### config.mk
export PLATFORM = sky130hd
export DESIGN_NAME = ldm_mode_ctrl
export DESIGN_NICKNAME = d
export VERILOG_FILES = /design/src/logic/ldm_pkg.sv /design/src/logic/ldm_sync3.sv /design/src/logic/ldm_timebase.sv /design/src/logic/ldm_mode_ctrl.sv
export SDC_FILE = /design/constraint.sdc
export NUM_CORES = 1
export LEC_CHECK = 0
export ABC_CLOCK_PERIOD_IN_PS = 10000
export CELL_PAD_IN_SITES_DETAIL_PLACEMENT = 0
export CELL_PAD_IN_SITES_GLOBAL_PLACEMENT = 1
export CORE_AREA = 5 5 172 174
export DETAILED_ROUTE_END_ITERATION = 7
export DIE_AREA = 0 0 177 179
export DONT_BUFFER_PORTS = 1
export PLACE_DENSITY_LB_ADDON = 0.1
export SKIP_LAST_GASP = 1
export SLEW_MARGIN = 20
export SYNTH_ARGS = -nofsm -noshare
export SYNTH_HDL_FRONTEND = slang
export SYNTH_SLANG_ARGS = --single-unit
### constraint.sdc
create_clock -name mclk -period 10 [get_ports mclk]
set_input_delay 0.5 -clock mclk [delete_from_list [all_inputs] [get_ports mclk]]
set_output_delay 0.5 -clock mclk [all_outputs]
set_load 0.02 [all_outputs]
### src/logic/ldm_pkg.sv
package ldm_pkg;

  localparam int CLK_PERIOD_NS = 4;
  localparam int NS_PER_US     = 1000;
  localparam int CYC_PER_US    = NS_PER_US / CLK_PERIOD_NS;
  localparam int US_PER_MS     = 1000;
  localparam int ERR_PULSE_US  = 50;
  localparam int RETRY_MS      = 10;
  localparam int INIT_STEP_MS  = 10;
  localparam int NCH           = 24;
  localparam int CNT_W         = 16;

  localparam logic [7:0] ADDR_CTRL   = 8'h00;
  localparam logic [7:0] ADDR_TIMER  = 8'h04;
  localparam logic [7:0] ADDR_GATE   = 8'h08;
  localparam logic [7:0] ADDR_STATUS = 8'h0c;
  localparam logic [7:0] ADDR_CHEN   = 8'h10;

  localparam int CTRL_ALL_FAIL   = 0;
  localparam int CTRL_FORCE_ERR  = 1;
  localparam int CTRL_CLR_RESET  = 2;
  localparam int CTRL_CLR_FAULT  = 3;
  localparam int CTRL_FORCE_FS   = 4;
  localparam int CTRL_CLR_FS     = 5;
  localparam int CTRL_PROG_MODE  = 6;
  localparam int TIMER_INIT_LSB  = 0;
  localparam int TIMER_WDT_LSB   = 4;

  localparam logic [7:0]     GATE_KEY1   = 8'h5a;
  localparam logic [7:0]     GATE_KEY2   = 8'ha5;
  localparam logic [NCH-1:0] DEF_CHEN    = 24'hffffff;
  localparam logic           DEF_ALLFAIL = 1'b1;
  localparam logic [3:0]     DEF_SEL     = 4'h0;

  typedef enum logic [2:0] {
    ST_POR      = 3'b000,
    ST_INIT     = 3'b001,
    ST_NORMAL   = 3'b010,
    ST_FAILSAFE = 3'b011,
    ST_PROGRAM  = 3'b100
  } ldm_state_t;

  typedef struct packed {
    logic       all_fail_select;
    logic [3:0] init_delay_sel;
    logic [3:0] watchdog_period_sel;
  } ldm_cfg_t;

  typedef struct packed {
    logic crit;
    logic noncrit;
  } ldm_fault_t;

  function automatic logic [CNT_W-1:0] ldm_wdt_ms(input logic [3:0] sel);
    case (sel)
      4'h0:    ldm_wdt_ms = 16'h0001;
      4'h1:    ldm_wdt_ms = 16'h0002;
      4'h2:    ldm_wdt_ms = 16'h0005;
      4'h3:    ldm_wdt_ms = 16'h000a;
      4'h4:    ldm_wdt_ms = 16'h0014;
      4'h5:    ldm_wdt_ms = 16'h0032;
      4'h6:    ldm_wdt_ms = 16'h0064;
      4'h7:    ldm_wdt_ms = 16'h00c8;
      4'h8:    ldm_wdt_ms = 16'h01f4;
      4'h9:    ldm_wdt_ms = 16'h03e8;
      4'ha:    ldm_wdt_ms = 16'h07d0;
      4'hb:    ldm_wdt_ms = 16'h1388;
      default: ldm_wdt_ms = 16'h2710;
    endcase
  endfunction

  function automatic logic [CNT_W-1:0] ldm_init_ms(input logic [3:0] sel);
    ldm_init_ms = CNT_W'((int'(sel) + 1) * INIT_STEP_MS);
  endfunction

endpackage

### src/logic/ldm_sync3.sv
`timescale 1ns/10ps
module ldm_sync3 #(
  parameter int             W       = 1,
  parameter logic [W-1:0]   RST_VAL = '0
) (
  // Clock and reset
  input  wire logic         mclk,
  input  wire logic         rst,
  // Levels
  input  wire logic [W-1:0] din,
  output logic      [W-1:0] dout
);

  logic [W-1:0] s1_ff;
  logic [W-1:0] s2_ff;
  logic [W-1:0] s3_ff;

  always_ff @(posedge mclk or posedge rst)
  begin
    if (rst)
    begin
      s1_ff <= RST_VAL;
      s2_ff <= RST_VAL;
      s3_ff <= RST_VAL;
    end
    else
    begin
      s1_ff <= din;
      s2_ff <= s1_ff;
      s3_ff <= s2_ff;
    end
  end

  // A change is accepted once the second and third stages agree.
  always_ff @(posedge mclk or posedge rst)
  begin
    if (rst)
      dout <= RST_VAL;
    else if (s2_ff == s3_ff)
      dout <= s3_ff;
  end

endmodule

### src/logic/ldm_timebase.sv
`timescale 1ns/10ps
module ldm_timebase #(
  parameter int US_PER_MS_P = ldm_pkg::US_PER_MS
) (
  // Clock and reset
  input  wire logic mclk,
  input  wire logic rst,
  // Ticks
  output logic      us_tick,
  output logic      ms_tick
);
  import ldm_pkg::*;

  logic [CNT_W-1:0] cyc_ff;
  logic [CNT_W-1:0] us_ff;

  // One counter chain provides every delay of the block.
  always_ff @(posedge mclk or posedge rst)
  begin
    if (rst)
    begin
      cyc_ff  <= '0;
      us_ff   <= '0;
      us_tick <= 1'b0;
      ms_tick <= 1'b0;
    end
    else
    begin
      us_tick <= 1'b0;
      ms_tick <= 1'b0;
      if (cyc_ff == CNT_W'(CYC_PER_US - 1))
      begin
        cyc_ff  <= '0;
        us_tick <= 1'b1;
        if (us_ff == CNT_W'(US_PER_MS_P - 1))
        begin
          us_ff   <= '0;
          ms_tick <= 1'b1;
        end
        else
          us_ff <= us_ff + 1'b1;
      end
      else
        cyc_ff <= cyc_ff + 1'b1;
    end
  end

endmodule

### src/logic/ldm_mode_ctrl.sv
`timescale 1ns/10ps
module ldm_mode_ctrl #(
  parameter int US_PER_MS_P = ldm_pkg::US_PER_MS
) (
  // Clock and reset
  input  wire logic                     mclk,
  input  wire logic                     rst,
  // APB slave
  input  wire logic [7:0]               paddr,
  input  wire logic                     psel,
  input  wire logic                     penable,
  input  wire logic                     pwrite,
  input  wire logic [31:0]              pwdata,
  output logic      [31:0]              prdata,
  output logic                          pready,
  output logic                          pslverr,
  // Supply monitors
  input  wire logic                     bat_ok_pin,
  input  wire logic                     reg_ok_pin,
  // Serial link and nonvolatile store
  input  wire logic                     frame_ok,
  input  wire ldm_pkg::ldm_cfg_t        nv_cfg,
  input  wire logic [7:0]               stored_config_checksum,
  input  wire logic [7:0]               computed_config_checksum,
  input  wire logic                     checksum_valid,
  // Fault sources
  input  wire ldm_pkg::ldm_fault_t      fault_in,
  input  wire logic [ldm_pkg::NCH-1:0]  chan_fail,
  // Shared fault line
  input  wire logic                     fault_line_i,
  output logic                          fault_line_o,
  output logic                          fault_line_oe,
  // Channel and mode outputs
  output logic      [ldm_pkg::NCH-1:0]  chan_on,
  output logic      [ldm_pkg::NCH-1:0]  chan_diag_en,
  output logic                          serial_enable,
  output logic                          load_defaults,
  output ldm_pkg::ldm_state_t           op_state
);
  import ldm_pkg::*;

  // ----------------------------------------------------------------
  // Synchronisers and time base
  // ----------------------------------------------------------------
  logic             bat_ok;
  logic             reg_ok;
  logic             line_high;
  logic             us_tick;
  logic             ms_tick;

  ldm_sync3 #(.W(3), .RST_VAL(3'b001)) u_sync (
    .mclk (mclk),
    .rst  (rst),
    .din  ({bat_ok_pin, reg_ok_pin, fault_line_i}),
    .dout ({bat_ok, reg_ok, line_high})
  );

  ldm_timebase #(.US_PER_MS_P(US_PER_MS_P)) u_tb (
    .mclk    (mclk),
    .rst     (rst),
    .us_tick (us_tick),
    .ms_tick (ms_tick)
  );

  // ----------------------------------------------------------------
  // Register bus
  // ----------------------------------------------------------------
  ldm_state_t       nxt_state;
  ldm_cfg_t         cfg_ff;
  logic [NCH-1:0]   chen_ff;
  logic [1:0]       gate_ff;
  logic             rst_flag_ff;
  logic             fs_flag_ff;
  logic             err_flag_ff;
  logic             crc_flag_ff;
  logic [31:0]      nxt_rdata;
  logic             mapped;
  logic             setup;
  logic             wr;
  logic             wr_ctrl;
  logic             wr_timer;
  logic             force_err_req;
  logic             clr_rst_req;
  logic             clr_fault_req;
  logic             force_fs_req;
  logic             clr_fs_req;
  logic             prog_req;
  logic             prog_exit_req;
  logic             supply_ok;
  logic             enter_init;
  logic             enter_fs;

  assign setup     = psel & ~penable;
  assign mapped    = (paddr == ADDR_CTRL) | (paddr == ADDR_TIMER) | (paddr == ADDR_GATE)
                   | (paddr == ADDR_STATUS) | (paddr == ADDR_CHEN);
  assign wr        = psel & penable & pready & pwrite & ~pslverr;
  assign wr_ctrl   = wr & (paddr == ADDR_CTRL);
  assign wr_timer  = wr & (paddr == ADDR_TIMER);
  assign supply_ok = bat_ok & reg_ok;

  // Command bits are strobes only; they are never stored, and all but the program-mode bit (which reads back ST_PROGRAM) read back as zero.
  assign force_err_req = wr_ctrl & pwdata[CTRL_FORCE_ERR] & (op_state == ST_NORMAL);
  assign clr_rst_req   = wr_ctrl & pwdata[CTRL_CLR_RESET] & (op_state == ST_INIT);
  assign clr_fault_req = wr_ctrl & pwdata[CTRL_CLR_FAULT];
  assign force_fs_req  = wr_ctrl & pwdata[CTRL_FORCE_FS] & (op_state == ST_NORMAL);
  assign clr_fs_req    = wr_ctrl & pwdata[CTRL_CLR_FS] & (op_state == ST_FAILSAFE);
  assign prog_req      = wr_ctrl & pwdata[CTRL_PROG_MODE] & (gate_ff == 2'b10);
  assign prog_exit_req = wr_ctrl & ~pwdata[CTRL_PROG_MODE] & (op_state == ST_PROGRAM);

  always_comb
  begin
    nxt_rdata = '0;
    unique case (paddr)
      ADDR_CTRL:
      begin
        nxt_rdata[CTRL_ALL_FAIL]  = cfg_ff.all_fail_select;
        nxt_rdata[CTRL_PROG_MODE] = (op_state == ST_PROGRAM);
      end
      ADDR_TIMER:
      begin
        nxt_rdata[TIMER_INIT_LSB +: 4] = cfg_ff.init_delay_sel;
        nxt_rdata[TIMER_WDT_LSB +: 4]  = cfg_ff.watchdog_period_sel;
      end
      ADDR_GATE:   nxt_rdata[1:0] = gate_ff;
      ADDR_STATUS: nxt_rdata[8:0] = {line_high, crc_flag_ff, err_flag_ff, fs_flag_ff,
                                     rst_flag_ff, serial_enable, op_state};
      ADDR_CHEN:   nxt_rdata[NCH-1:0] = chen_ff;
      default:     nxt_rdata = '0;
    endcase
  end

  // Zero-wait slave: pready rises in the access phase; reset state refuses access.
  always_ff @(posedge mclk or posedge rst)
  begin
    if (rst)
    begin
      pready  <= 1'b0;
      pslverr <= 1'b0;
      prdata  <= '0;
    end
    else
    begin
      pready  <= setup;
      pslverr <= setup & (~mapped | (op_state == ST_POR));
      prdata  <= (setup & ~pwrite) ? nxt_rdata : '0;
    end
  end

  // ----------------------------------------------------------------
  // Operating state
  // ----------------------------------------------------------------
  logic [CNT_W-1:0] init_cnt_ff;
  logic [CNT_W-1:0] wdt_cnt_ff;
  logic             init_done;
  logic             wdt_over;

  assign init_done = init_cnt_ff >= ldm_init_ms(cfg_ff.init_delay_sel);
  assign wdt_over  = wdt_cnt_ff >= ldm_wdt_ms(cfg_ff.watchdog_period_sel);

  always_comb
  begin
    nxt_state = op_state;
    if (!supply_ok)
      nxt_state = ST_POR;
    else
    begin
      unique case (op_state)
        ST_POR:      nxt_state = ST_INIT;
        ST_INIT:     if (clr_rst_req || init_done) nxt_state = ST_NORMAL;
        ST_NORMAL:
        begin
          if (wdt_over || force_fs_req)
            nxt_state = ST_FAILSAFE;
          else if (prog_req)
            nxt_state = ST_PROGRAM;
        end
        ST_FAILSAFE: if (clr_fs_req && !fs_flag_ff) nxt_state = ST_NORMAL;
        ST_PROGRAM:  if (prog_exit_req) nxt_state = ST_NORMAL;
        default:     nxt_state = ST_POR;
      endcase
    end
  end

  assign enter_init = (nxt_state == ST_INIT) & (op_state != ST_INIT);
  assign enter_fs   = (nxt_state == ST_FAILSAFE) & (op_state != ST_FAILSAFE);

  always_ff @(posedge mclk or posedge rst)
  begin
    if (rst)
    begin
      op_state      <= ST_POR;
      serial_enable <= 1'b0;
      load_defaults <= 1'b0;
    end
    else
    begin
      op_state      <= nxt_state;
      serial_enable <= (nxt_state != ST_POR);
      load_defaults <= enter_init | enter_fs;
    end
  end

  // Delay counters advance on the shared millisecond tick.
  always_ff @(posedge mclk or posedge rst)
  begin
    if (rst)
    begin
      init_cnt_ff <= '0;
      wdt_cnt_ff  <= '0;
    end
    else
    begin
      if (op_state != ST_INIT)
        init_cnt_ff <= '0;
      else if (ms_tick && !init_done)
        init_cnt_ff <= init_cnt_ff + 1'b1;
      if (op_state != ST_NORMAL || frame_ok)
        wdt_cnt_ff <= '0;
      else if (ms_tick && !wdt_over)
        wdt_cnt_ff <= wdt_cnt_ff + 1'b1;
    end
  end

  // ----------------------------------------------------------------
  // Configuration registers
  // ----------------------------------------------------------------
  always_ff @(posedge mclk or posedge rst)
  begin
    if (rst)
    begin
      cfg_ff  <= '{DEF_ALLFAIL, DEF_SEL, DEF_SEL};
      chen_ff <= DEF_CHEN;
    end
    else if (op_state == ST_POR)
    begin
      cfg_ff  <= '{DEF_ALLFAIL, DEF_SEL, DEF_SEL};
      chen_ff <= DEF_CHEN;
    end
    else if (enter_init || enter_fs)
    begin
      cfg_ff  <= nv_cfg;
      chen_ff <= DEF_CHEN;
    end
    else
    begin
      if (wr_ctrl)
        cfg_ff.all_fail_select <= pwdata[CTRL_ALL_FAIL];
      if (wr_timer)
      begin
        cfg_ff.init_delay_sel      <= pwdata[TIMER_INIT_LSB +: 4];
        cfg_ff.watchdog_period_sel <= pwdata[TIMER_WDT_LSB +: 4];
      end
      if (wr && paddr == ADDR_CHEN)
        chen_ff <= pwdata[NCH-1:0];
    end
  end

  // Two-key gate; any other value or leaving normal operation relocks it.
  always_ff @(posedge mclk or posedge rst)
  begin
    if (rst)
      gate_ff <= 2'b00;
    else if (op_state != ST_NORMAL)
      gate_ff <= 2'b00;
    else if (wr && paddr == ADDR_GATE)
    begin
      if (pwdata[7:0] == GATE_KEY1)
        gate_ff <= 2'b01;
      else if (pwdata[7:0] == GATE_KEY2 && gate_ff == 2'b01)
        gate_ff <= 2'b10;
      else
        gate_ff <= 2'b00;
    end
  end

  // ----------------------------------------------------------------
  // Fault flags
  // ----------------------------------------------------------------
  logic             noncrit_q_ff;
  logic             crc_bad;

  assign crc_bad = checksum_valid & (stored_config_checksum != computed_config_checksum);

  // A set in the same cycle as a clear wins.
  always_ff @(posedge mclk or posedge rst)
  begin
    if (rst)
    begin
      rst_flag_ff  <= 1'b1;
      fs_flag_ff   <= 1'b0;
      err_flag_ff  <= 1'b0;
      crc_flag_ff  <= 1'b0;
      noncrit_q_ff <= 1'b0;
    end
    else
    begin
      noncrit_q_ff <= fault_in.noncrit;
      if (op_state == ST_POR)
        rst_flag_ff <= 1'b1;
      else if (clr_rst_req)
        rst_flag_ff <= 1'b0;
      if (enter_fs)
        fs_flag_ff <= 1'b1;
      else if (clr_fault_req)
        fs_flag_ff <= 1'b0;
      if (crc_bad)
        crc_flag_ff <= 1'b1;
      else if (clr_fault_req)
        crc_flag_ff <= 1'b0;
      if (force_err_req || crc_bad || fault_in.crit || fault_in.noncrit)
        err_flag_ff <= 1'b1;
      else if (clr_fault_req)
        err_flag_ff <= 1'b0;
    end
  end

  // ----------------------------------------------------------------
  // Error pulse and channel retry
  // ----------------------------------------------------------------
  logic [CNT_W-1:0] pulse_cnt_ff;
  logic [CNT_W-1:0] retry_cnt_ff;
  logic             retry_ff;
  logic [NCH-1:0]   failed_ff;
  logic [NCH-1:0]   seen_ff;
  logic             in_fs;
  logic             own_fail;

  assign in_fs    = (op_state == ST_FAILSAFE);
  assign own_fail = |failed_ff;

  // One extra microsecond keeps the pulse at least its full width.
  always_ff @(posedge mclk or posedge rst)
  begin
    if (rst)
      pulse_cnt_ff <= '0;
    else if (op_state != ST_NORMAL)
      pulse_cnt_ff <= '0;
    else if (force_err_req || (fault_in.noncrit && !noncrit_q_ff))
      pulse_cnt_ff <= CNT_W'(ERR_PULSE_US + 1);
    else if (us_tick && pulse_cnt_ff != '0)
      pulse_cnt_ff <= pulse_cnt_ff - 1'b1;
  end

  // A failed channel is retried for one millisecond every ten.
  always_ff @(posedge mclk or posedge rst)
  begin
    if (rst)
    begin
      retry_cnt_ff <= '0;
      retry_ff     <= 1'b0;
      failed_ff    <= '0;
      seen_ff      <= '0;
    end
    else if (!in_fs)
    begin
      retry_cnt_ff <= '0;
      retry_ff     <= 1'b0;
      failed_ff    <= '0;
      seen_ff      <= '0;
    end
    else
    begin
      if (ms_tick)
        retry_cnt_ff <= (retry_cnt_ff == CNT_W'(RETRY_MS - 1)) ? '0 : retry_cnt_ff + 1'b1;
      if (ms_tick && retry_ff)
      begin
        retry_ff  <= 1'b0;
        failed_ff <= (seen_ff | chan_fail) & chen_ff;
        seen_ff   <= '0;
      end
      else if (retry_ff)
        seen_ff <= seen_ff | chan_fail;
      else
      begin
        retry_ff  <= ms_tick && own_fail && retry_cnt_ff == CNT_W'(RETRY_MS - 1);
        failed_ff <= failed_ff | (chan_fail & chen_ff);
      end
    end
  end

  // ----------------------------------------------------------------
  // Channel drive and fault line
  // ----------------------------------------------------------------
  logic [NCH-1:0]   nxt_on;
  logic [NCH-1:0]   nxt_diag;
  logic             nxt_oe;
  logic             ext_low;
  logic             all_off;

  assign ext_low = ~line_high & ~fault_line_oe;
  assign all_off = crc_flag_ff | fault_in.crit;

  always_comb
  begin
    nxt_on   = '0;
    nxt_diag = '0;
    nxt_oe   = 1'b0;
    unique case (op_state)
      ST_NORMAL:
      begin
        nxt_oe = all_off | (pulse_cnt_ff != '0);
        if (!all_off)
        begin
          nxt_on   = chen_ff;
          nxt_diag = chen_ff;
        end
      end
      ST_FAILSAFE:
      begin
        nxt_oe = all_off | own_fail;
        if (all_off)
          nxt_on = '0;
        else if (cfg_ff.all_fail_select)
        begin
          if (own_fail)
          begin
            nxt_on   = retry_ff ? failed_ff : '0;
            nxt_diag = nxt_on;
          end
          else if (!ext_low)
          begin
            nxt_on   = chen_ff;
            nxt_diag = chen_ff;
          end
        end
        else
        begin
          nxt_on   = chen_ff & ~(failed_ff & ~{NCH{retry_ff}});
          nxt_diag = chen_ff;
        end
      end
      default:
      begin
        nxt_on   = '0;
        nxt_diag = '0;
        nxt_oe   = 1'b0;
      end
    endcase
  end

  always_ff @(posedge mclk or posedge rst)
  begin
    if (rst)
    begin
      chan_on       <= '0;
      chan_diag_en  <= '0;
      fault_line_oe <= 1'b0;
      fault_line_o  <= 1'b0;
    end
    else
    begin
      chan_on       <= nxt_on;
      chan_diag_en  <= nxt_diag;
      fault_line_oe <= nxt_oe;
      fault_line_o  <= 1'b0;
    end
  end

endmodule

* After elaboration in Yosys (flattened, before gate mapping)
Memories as Yosys holds them, arrays and structs flattened.
Index checks and enable logic that the tools add are counted.
** Word-level totals
- Bits in registers :: 279
- Bits in read-only memories :: 208
- Input bits :: 101
- Output and inout port bits :: 89
- Logic and storage cells :: 227
- Memories :: 1
** Cells by class
- Add/sub/neg operators :: 7
- Multipliers :: 1
- $lt $le $gt $ge :: 2
- Equality and inequality tests :: 25
- Multiplexer cells :: 67
- Bitwise operators :: 51
- Reduce and logical (&&, ||, !) cells :: 39
** Memory list
- (name not given) :: depth 16, width 13, rd ports 1, clocked after memory_dff 0, write ports 0, line ldm_pkg.sv:55 : case (sel)
** Operators with widths (number)
- $mux 24 :: 18
- $mux 16 :: 12
- $and 24x24->24 :: 4
- $pmux 24 s2 :: 2
- $add 16x1->16 const B :: 5
- $not 24->24 :: 2
- $or 24x24->24 :: 2
- $and 1x1->1 :: 27
- $reduce_or 24->1 :: 1
- $mux 3 :: 6
- $mux 9 :: 2
- $eq 16x10->1 const B :: 1
- $eq 16x4->1 const B :: 1
- $eq 16x8->1 const B :: 1
- $eq 8x4->1 const B :: 2
- $ge 16x16->1 :: 1
- $ge 16x9->1 :: 1
- $reduce_bool 16->1 :: 1
- $sub 16x1->16 const B :: 1
- $mux 15 :: 1
- $pmux 3 s5 :: 1
- $reduce_bool 3->1 :: 5
- $reduce_bool 2->1 :: 7
- $mux 1 :: 13
- 30 further kinds :: 75

* Logic depth before layout (Yosys ltp)
Gate-level depths: netlist (run 1).
- Depth after elaboration :: 16
- Depth in mapped cells :: 18
- Mapped depth without buffers :: 17

* By module
A second synthesis (run 1) with hierarchy kept.
** Second synthesis, totals
- Cell total of the unflattened synthesis :: 1304
- Area, all modules :: 13680.6 µm²
** By module, submodules not included
- ldm_mode_ctrl :: instances 1, cells an instance 1108, area each 11589.9 µm², sequential area each 5863.1 µm²
- ldm_timebase :: instances 1, cells an instance 173, area each 1701.6 µm², sequential area each 850.8 µm²
- ldm_sync3 :: instances 1, cells an instance 23, area each 389.1 µm², sequential area each 305.3 µm²

* Worst setup path after synthesis (run 1)
No wires, ideal clock.
- Path type :: register to register
- From :: register cfg_ff[4] in the netlist's numbering
- To :: register init_cnt_ff[6]
- Library setup time :: 0.066 ns
- Data arrival time :: 3.447 ns
- Required time :: 9.934 ns
- Setup slack :: 6.487 ns
- Stages on the path, launching flop included :: 16
- Path buffers :: 1
- Period minus slack after synthesis :: 3.513 ns
- Path through :: dfrtp_1 > ha_1 > inv_1 > nor2_1 > nor2_1 > ha_1 > fa_1 > maj3_1 > nand2_1 > ha_1 > nand2_1 > o2111a_1 > nand3_1 > clkbuf_1 > or4_1 > nand2_1
** Between the ends
- Word-level cells in the longest chain between the ends :: 6
** RTL lines
- from (decl) :: line ldm_mode_ctrl.sv:69 : ldm_cfg_t cfg_ff;
- from (signal assigned) :: line ldm_mode_ctrl.sv:231 : cfg_ff <= '{DEF_ALLFAIL, DEF_SEL, DEF_SEL};
- from (signal assigned) :: line ldm_mode_ctrl.sv:236 : cfg_ff <= '{DEF_ALLFAIL, DEF_SEL, DEF_SEL};
- from (signal assigned) :: line ldm_mode_ctrl.sv:241 : cfg_ff <= nv_cfg;
- $add 4x1->5 :: line ldm_pkg.sv:73 : ldm_init_ms = CNT_W'((int'(sel) + 1) * INIT_STEP_MS);
- $mul 5x3->8 :: line ldm_pkg.sv:73
- $ge 16x9->1 :: line ldm_mode_ctrl.sv:157 : assign init_done = init_cnt_ff >= ldm_init_ms(cfg_ff.init_delay_sel);
- $logic_not 1->1 :: line ldm_mode_ctrl.sv:215 : else if (ms_tick && !init_done)
- $logic_and 1x1->1 :: line ldm_mode_ctrl.sv:215
- $reduce_bool 2->1 (no line)
- to (signal assigned) :: line ldm_mode_ctrl.sv:216 : init_cnt_ff <= init_cnt_ff + 1'b1;
- to (decl) :: line ldm_mode_ctrl.sv:152 : logic [CNT_W-1:0] init_cnt_ff;
Every way passes these cells.
A chain may end at the register's enable or synchronous reset.

* Final worst setup path (run 1)
- From :: register cfg_ff[5] in the netlist's numbering
- To :: register init_cnt_ff[7]
The elaborated chain is that of the path after synthesis.

==> results.md, run 1 <==
* Outcome: complete, but fails checks
* Violations in the final reports: negative hold slack
* Setup repair after global routing missed its margin: no
* Total inserted antenna cells at 0
* Number of warnings reported in the yosys synthesis log at 0
* Effective utilization at floorplan at 0.4929
* Number of cell rows at 61
* Capture point of the critical path: init_cnt_ff[7]
* Worst-Margin Slew at 1.078 ns
* Synth top area share at 0.4575
* Flop and latch count out of synthesis at 279
* Total standard cell area after synthesis at 13,620 µm²
* Most used flip-flop cell after synthesis: dfrtp_1
* Width of the die at 177 µm
* Category of the worst setup path capture point: flop
* Routed WL per cell at 20.74 µm
* Final setup fails at 0
* DRC Markers at 0
* Critical path data arrival time at 4.56 ns
* First-pass detailed-route iteration total at 5
* Path type of the worst setup path: reg -> reg
* Global-route usage over all layers at 0.2189
* Synthesized netlist cell count at 1,315
* Sum of routed wire length over all layers at 35.25 mm
* Number of flops mapped to enable cells by yosys at 0
* Maximum level of the CTS H-tree at 1
* GRT overflow at 0
* Data required time at the worst endpoint at 10.49 ns
* Max clock buf depth at 3
* Endpoint of the worst-slack reg-to-reg timing path: init_cnt_ff[7]
* FF-to-FF Start: cfg_ff[5]
* Top cells by area, synth: dfrtp_1 46%, dfstp_2 5.8%, a22o_1 4.7%
* Portion of the clock cycle consumed by the worst path in the final layout at 0.4071
* Number of cell instances on the worst register-to-register path at 14
* Total clock sinks at 279
* Worst setup path startpoint: cfg_ff[5]
* Synth top cells by count: 249 x dfrtp_1, 100 x nor2_1, 97 x nand2_1
* Hold buffer count at CTS at 4
* Most common cell in the synthesized netlist: dfrtp_1
* Wire length of the first global-routing pass at 55.57 mm
* Class of the tightest hold or removal check: in -> async
* Post-detailed-placement half-perimeter wirelength at 23.85 mm
* Total number of nets in the final design at 1,439
* Post-route cell area at 15,070 µm²
* Via density per instance at 5.917
* Post-Syn Area per Cell at 10.36 µm²
* Static Leak at 6.494 nW
* Share of final-layout standard cells stronger than drive strength 1 at 0.09682
* Fill cell total of the finished layout at 2,454
* R2R setup slack at 5.93 ns
* Clock latency of the later-clocked register in the worst-skew pair at 0.58 ns
* Cell taking the most area after synthesis: dfrtp_1
* Number of slew-limit violations in the final report at 0
* Number of top-level design ports at 190
* Vias post-DR at 10,060
* Synthesis-to-layout area growth at 10.63%
* Tightest slew margin relative to the limit at 0.2797
* Buffers inserted by post-CTS timing repair at 0
* Pwr dens at 168.0 nW/µm²
* Number of global-route vias before repair at 9,743
* Sequential share of the synthesized area at 0.5154
* Share of synthesized registers carrying an async set or reset at 1.000
* MaxCap Viol Count at 0
* Highest clock rate at 245.6 MHz
* Placer's final routability congestion estimate at 0.8404
* Cell chosen for the clock root: clkbuf_16
* Final ANT Viol Nets at 0
* Total negative setup slack at 0 ns
* Vertical die dimension at 179 µm
* Clock Skew at 0.02780 ns
* Final period demand of the worst path at 4.071 ns
* Cells resized by post-CTS repair at 0
* Hold violation total from the final report at 17
* Core Region at 27,630 µm²
* Count of input and output buffers at 0
* Antenna violations before repair at 0
* Number of buffers inserted during clock tree synthesis at 31
* Placed standard-cell area at 13,890 µm²
* CTS tree: built
* Worst hold margin at -0.05879 ns
* Clock edge transition at the registers on the reported setup and hold paths at 0.06 ns
* First-iteration detailed-routing DRC count at 789
* Post-synthesis cell type count at 72
* Max VDD drop at 0.0001403 V
* Worst Path Max Fanout at 13
* Area enclosed by the die boundary at 31,680 µm²
* Type of origin of the critical path: flop
* Maximum number of pins on one net before global-route repair at 137
## per-stage QoR
stage	utilization	cells	worst slack [ns]	total power [mW]
after floorplan	-	1323	1.856	1.306
after global placement	0.5029	1637	6.000	1.347
after detailed placement	0.5029	1637	5.991	1.348
after CTS	0.5440	1699	5.963	2.556
after global routing	0.5453	1700	5.655	2.625
final	0.5453	1700	5.929	2.531
## final cells by class
type | count | area [µm²] | area share
Tap cell | 378 | 473.0 | 0.03139
Sequential cell | 279 | 7019 | 0.4659
Clock inverter | 21 | 257.7 | 0.01711
Inverter | 56 | 217.7 | 0.01445
Timing Repair Buffer | 19 | 176.4 | 0.01171
Multi-Input combinational cell | 910 | 6085 | 0.4038
Clock buffer | 37 | 838.3 | 0.05564
## critical path, stage by stage (launching register included)
cell and delay [ns]:
dfrtp_1 0.43, ha_1 0.32, inv_1 0.07, nor2_1 0.24, nor2_1 0.09, ha_1 0.24, fa_1 0.42, xnor2_1 0.21
xnor2_1 0.14, ha_1 0.26, a21oi_1 0.18, o2111a_1 0.25, nand3_1 0.36, or4_1 0.63, a21oi_1 0.16
## metal layers
metal  vias to the layer above  GRT usage  share of wire
li1                       4784          -              -
met1                      4990     0.3136           0.46
met2                       237     0.3499           0.46
met3                        48    0.04028          0.055
met4                         0    0.04965          0.022
met5                         -          0              0
## state kept, by name (all words and copies together), names as in the netlist, 2 cells and up
register / cells
u_sync.s2_ff: 3
op_state: 3
u_tb.us_ff: 16
u_tb.cyc_ff: 16
prdata: 24
pulse_cnt_ff: 16
cfg_ff: 9
wdt_cnt_ff: 16
init_cnt_ff: 16
retry_cnt_ff: 16
chan_diag_en: 24
seen_ff: 24
chan_on: 24
gate_ff: 2
u_sync.s3_ff: 3
failed_ff: 24
u_sync.s1_ff: 3
chen_ff: 24
u_sync.dout: 3
## power by group
part,switching [mW],internal [mW],total [mW]
sequential,0.0225,1.14,1.16
combinational,0.111,0.0541,0.165
clock,0.473,0.729,1.20
## cell families after synthesis
kind of cell | after synthesis | synth area share
AOI/OAI and AO/OA | 331 | 0.1741
xor gates and xnor gates | 73 | 0.04695
adders and majority gates | 42 | 0.03895
buffers and inverters | 134 | 0.04198
DFF | 279 | 0.5154
muxes | 32 | 0.02407
other | 1 | 0.0002753
and+or+nand+nor | 423 | 0.1583
## cells in the final DEF (no fill, tap or decap), drive strengths merged, types with 21 or more instances in the layout
master | netlist | final
dfrtp | 249 | 249
nor2 | 100 | 100
nand2 | 97 | 97
o21ai | 80 | 80
a22o | 73 | 73
inv | 56 | 57
xor2 | 41 | 41
o211ai | 41 | 41
ha | 40 | 40
a21oi | 40 | 40
nand3 | 39 | 39
nor3 | 38 | 38
clkbuf | 55 | 37
and3 | 36 | 36
xnor2 | 32 | 32
dfstp | 30 | 30
mux2i | 26 | 26
a221oi | 24 | 24
nor4 | 23 | 23
or4 | 21 | 21
## worst min path at each step
stage | from | endpoint | slack [ns] | depth (start not counted)
2_1_floorplan | u_sync.s1_ff[1] | u_sync.s2_ff[1] | 0.33 | 0
3_3_place_gp | u_sync.s1_ff[1] | u_sync.s2_ff[1] | 0.34 | 0
3_5_place_dp | u_sync.s1_ff[0] | u_sync.s2_ff[0] | 0.35 | 0
4_1_cts | rst | chan_on[23] | 0.02 | 1
5_1_grt | chan_fail[16] | seen_ff[16] | 0.04 | 1
6_report | rst | seen_ff[22] | -0.06 | 1
Note: power is estimated with default switching activity, not from simulation.
==> run 2: changes to the inputs <==
--- a/config.mk
+++ b/config.mk
@@ -5,7 +5,7 @@
 export SDC_FILE = /design/constraint.sdc
 export NUM_CORES = 1
 export LEC_CHECK = 0
-export ABC_CLOCK_PERIOD_IN_PS = 10000
+export ABC_CLOCK_PERIOD_IN_PS = 4100
 export CELL_PAD_IN_SITES_DETAIL_PLACEMENT = 0
 export CELL_PAD_IN_SITES_GLOBAL_PLACEMENT = 1
 export CORE_AREA = 5 5 172 174
==> constraint.sdc (replaced) <==
create_clock -name mclk -period 4.1 [get_ports mclk]
set_input_delay 0.205 -clock mclk [delete_from_list [all_inputs] [get_ports mclk]]
set_output_delay 0.205 -clock mclk [all_outputs]
set_load 0.02 [all_outputs]
==> run 2 against run 1 <==
  * The run now ends clean
  * Wire length up 3.4%
  * Die area unchanged
  * Power up 150%
  * Fmax up 6.5%
  * Non-clock buffer count up 84
  * Clock power up 140%
  * Worst hold slack better by 0.089 ns
  * Global-route usage up 0.83 points
  * Register-to-register slack worse by 5.7 ns
  * Sequential power up 140%
  * Largest cell class unchanged
  * Largest power group unchanged
==> results.md, run 2 (synthesis results as in run 1) <==
* Number of slew-limit violations in the final report at 0 (unchanged)
* Static Leak at 6.843 nW (was 6.494 nW)
* Share of final-layout standard cells stronger than drive strength 1 at 0.09480 (was 0.09682)
* Number of cell instances on the worst register-to-register path at 15 (was 14)
* Clock latency of the later-clocked register in the worst-skew pair at 0.57 ns (was 0.58 ns)
* Routed WL per cell at 20.46 µm (was 20.74 µm)
* Wire length of the first global-routing pass at 57.92 mm (was 55.57 mm)
* Vias post-DR at 10,510 (was 10,060)
* Cell repeated most along the worst path: nand2_1 (was ha_1)
* Max clock buf depth at 3 (unchanged)
* Setup repair after global routing missed its margin: no (unchanged)
* Core Region at 27,630 µm² (unchanged)
* Critical path data arrival time at 4.32 ns (was 4.56 ns)
* Final period demand of the worst path at 3.822 ns (was 4.071 ns)
* Post-detailed-placement half-perimeter wirelength at 24.10 mm (was 23.85 mm)
* R2R setup slack at 0.28 ns (was 5.93 ns)
* Path type of the worst setup path: reg -> reg (unchanged)
* Antenna violations before repair at 1 (was 0)
* Clock edge transition at the registers on the reported setup and hold paths at 0.06 ns (about the same)
* Via density per instance at 5.895 (was 5.917)
* Hold violation total from the final report at 0 (was 17)
* Global-route usage over all layers at 0.2272 (was 0.2189)
* Final setup fails at 0 (unchanged)
* Hold Crit Start: pwdata[6]
* Placer's final routability congestion estimate at 0.8360 (was 0.8404)
* Hold Path Sink: op_state[1]
* Largest stage delay on the critical path at 0.46 ns (was 0.63 ns)
* Effective utilization at floorplan at 0.4929 (unchanged)
* Worst-case setup slack after placement at 0.2429 ns (was 5.991 ns)
* Number of global-route vias before repair at 10,300 (was 9,743)
* Outcome: complete, no violations (was complete, but fails checks)
* Depth of the worst hold-timing path at 4
* Endpoint of the worst-slack reg-to-reg timing path: init_cnt_ff[6] (was init_cnt_ff[7])
* Fin worst setup slack at 0.2776 ns (was 5.929 ns)
* Cell-by-cell trace of the critical path: nand3_1, xor2_1, nor2_2, nor2_1, ha_1, fa_1, maj3_1, nand2_1, ha_1, nand2_1, o2111a_1, nand3_1, buf_4, or4_1, nand2_1 (was ha_1, inv_1, nor2_1, nor2_1, ha_1, fa_1, xnor2_1, xnor2_1, ha_1, a21oi_1, o2111a_1, nand3_1, or4_1, a21oi_1)
* Count of input and output buffers at 0 (unchanged)
* Highest clock rate at 261.6 MHz (was 245.6 MHz)
* First-pass detailed-route iteration total at 5 (unchanged)
* Number of standard cells in the final layout excluding fillers at 1,782 (was 1,700)
* Synthesis-to-layout area growth at 16.49% (was 10.63%)
* Width of the die at 177 µm (unchanged)
* Vertical die dimension at 179 µm (unchanged)
* Slowest-stage cell, CP: or4_1 (unchanged)
* MaxCap Viol Count at 0 (unchanged)
* Maximum number of pins on one net before global-route repair at 164 (was 137)
* Data required time at the worst endpoint at 4.60 ns (was 10.49 ns)
* Number of top-level design ports at 190 (unchanged)
* Total negative setup slack at 0 ns (unchanged)
* Worst-Margin Slew at 1.073 ns (was 1.078 ns)
* Commonest non-fill, non-tap cell in the layout: dfrtp_1 (unchanged)
* Maximum level of the CTS H-tree at 1 (unchanged)
* Worst hold margin at 0.03064 ns (was -0.05879 ns)
* Total clock sinks at 279 (unchanged)
* Clock Skew at 0.02114 ns (was 0.02780 ns)
* GRT overflow at 0 (unchanged)
* Sum of routed wire length over all layers at 36.46 mm (was 35.25 mm)
* FF-to-FF Start: cfg_ff[6] (was cfg_ff[5])
* Number of buffers inserted during clock tree synthesis at 30 (was 31)
* Type of origin of the critical path: flop (unchanged)
* CTS tree: built (unchanged)
* Post-placement cell count at 1,648 (was 1,637)
* First-iteration detailed-routing DRC count at 915 (was 789)
* Final core utilization at 0.5742 (was 0.5453)
* Number of cell rows at 61 (unchanged)
* Max VDD drop at 0.0003242 V (was 0.0001403 V)
* Overall power consumption at 6.240 mW (was 2.531 mW)
* Category of the worst setup path capture point: flop (unchanged)
* Area enclosed by the die boundary at 31,680 µm² (unchanged)
* Pwr dens at 393.3 nW/µm² (was 168.0 nW/µm²)
* Final ANT Viol Nets at 0 (unchanged)
* Commonest cells after routing, fill and taps aside: 249 x dfrtp_1, 97 x nor2_1, 97 x nand2_1, 78 x dlygate4sd3_1, 73 x a22o_1 (was 249 x dfrtp_1, 98 x nor2_1, 97 x nand2_1, 73 x a22o_1, 72 x o21ai_0)
* Tightest slew margin relative to the limit at 0.2829 (was 0.2797)
* Class of the tightest hold or removal check: in -> reg (was in -> async)
* Portion of the clock cycle consumed by the worst path in the final layout at 0.9323 (was 0.4071)
* Post-route cell area at 15,870 µm² (was 15,070 µm²)
* DRC Markers at 0 (unchanged)
* Cell chosen for the clock root: clkbuf_16 (unchanged)
* Total number of nets in the final design at 1,522 (was 1,439)
* Placed standard-cell area at 14,000 µm² (was 13,890 µm²)
* Worst Path Max Fanout at 7 (was 13)
[run 2: worst max path at each step]
stage | slack [ns] | endpoint | startpoint
finish | 0.28 | init_cnt_ff[6] | cfg_ff[6]
detailed placement | 0.24 | init_cnt_ff[6] | cfg_ff[6]
floorplan | 0.23 | cfg_ff[0] | rst
global route | 0.007 | init_cnt_ff[7] | cfg_ff[6]
global placement | 0.33 | init_cnt_ff[6] | cfg_ff[4]
CTS | 0.23 | init_cnt_ff[6] | cfg_ff[4]
[run 2: worst max-delay path: cells and delay by family (launching register included)]
kind,cells,cell delay (ns)
fa+ha+maj,4,1.24
compound gates,1,0.25
flops,1,0.42
xor+xnor,1,0.23
simple gates,8,1.36
buf+inv,1,0.26
[run 2: cell type report]
cell class                 instances  area [µm²]
sequential                       279        7019
tap                              378       473.0
fill                            2427       11760
clock inverter                    14       219.0
antenna                            1       2.502
inverter                          56       214.0
clock buffer                      41       862.1
multi-input combinational        910        6082
timing repair buffer             103       993.5
[run 2: power by group]
part	switching, mW	internal [mW]	leakage [nW]
Clock	1.12	1.79	0.526
Combinational	0.308	0.188	2.57
Sequential	0.0527	2.79	3.75
Total	1.48	4.76	6.84
[run 2: metal layers]
layer,vias to the layer above,track usage,part of all wire
li1,4931,-,-
met1,5207,0.3243,0.46
met2,311,0.3630,0.45
met3,56,0.04007,0.061
met4,0,0.05738,0.023
met5,-,0,0
[run 2: repair_timing]
action                                  in CTS  in global routing
buffers inserted                             0                  0
endpoints found under the setup margin       0                  4
hold buffers                                78                  0
gates resized for setup                      0                  1
endpoints found under the hold margin      356                  0
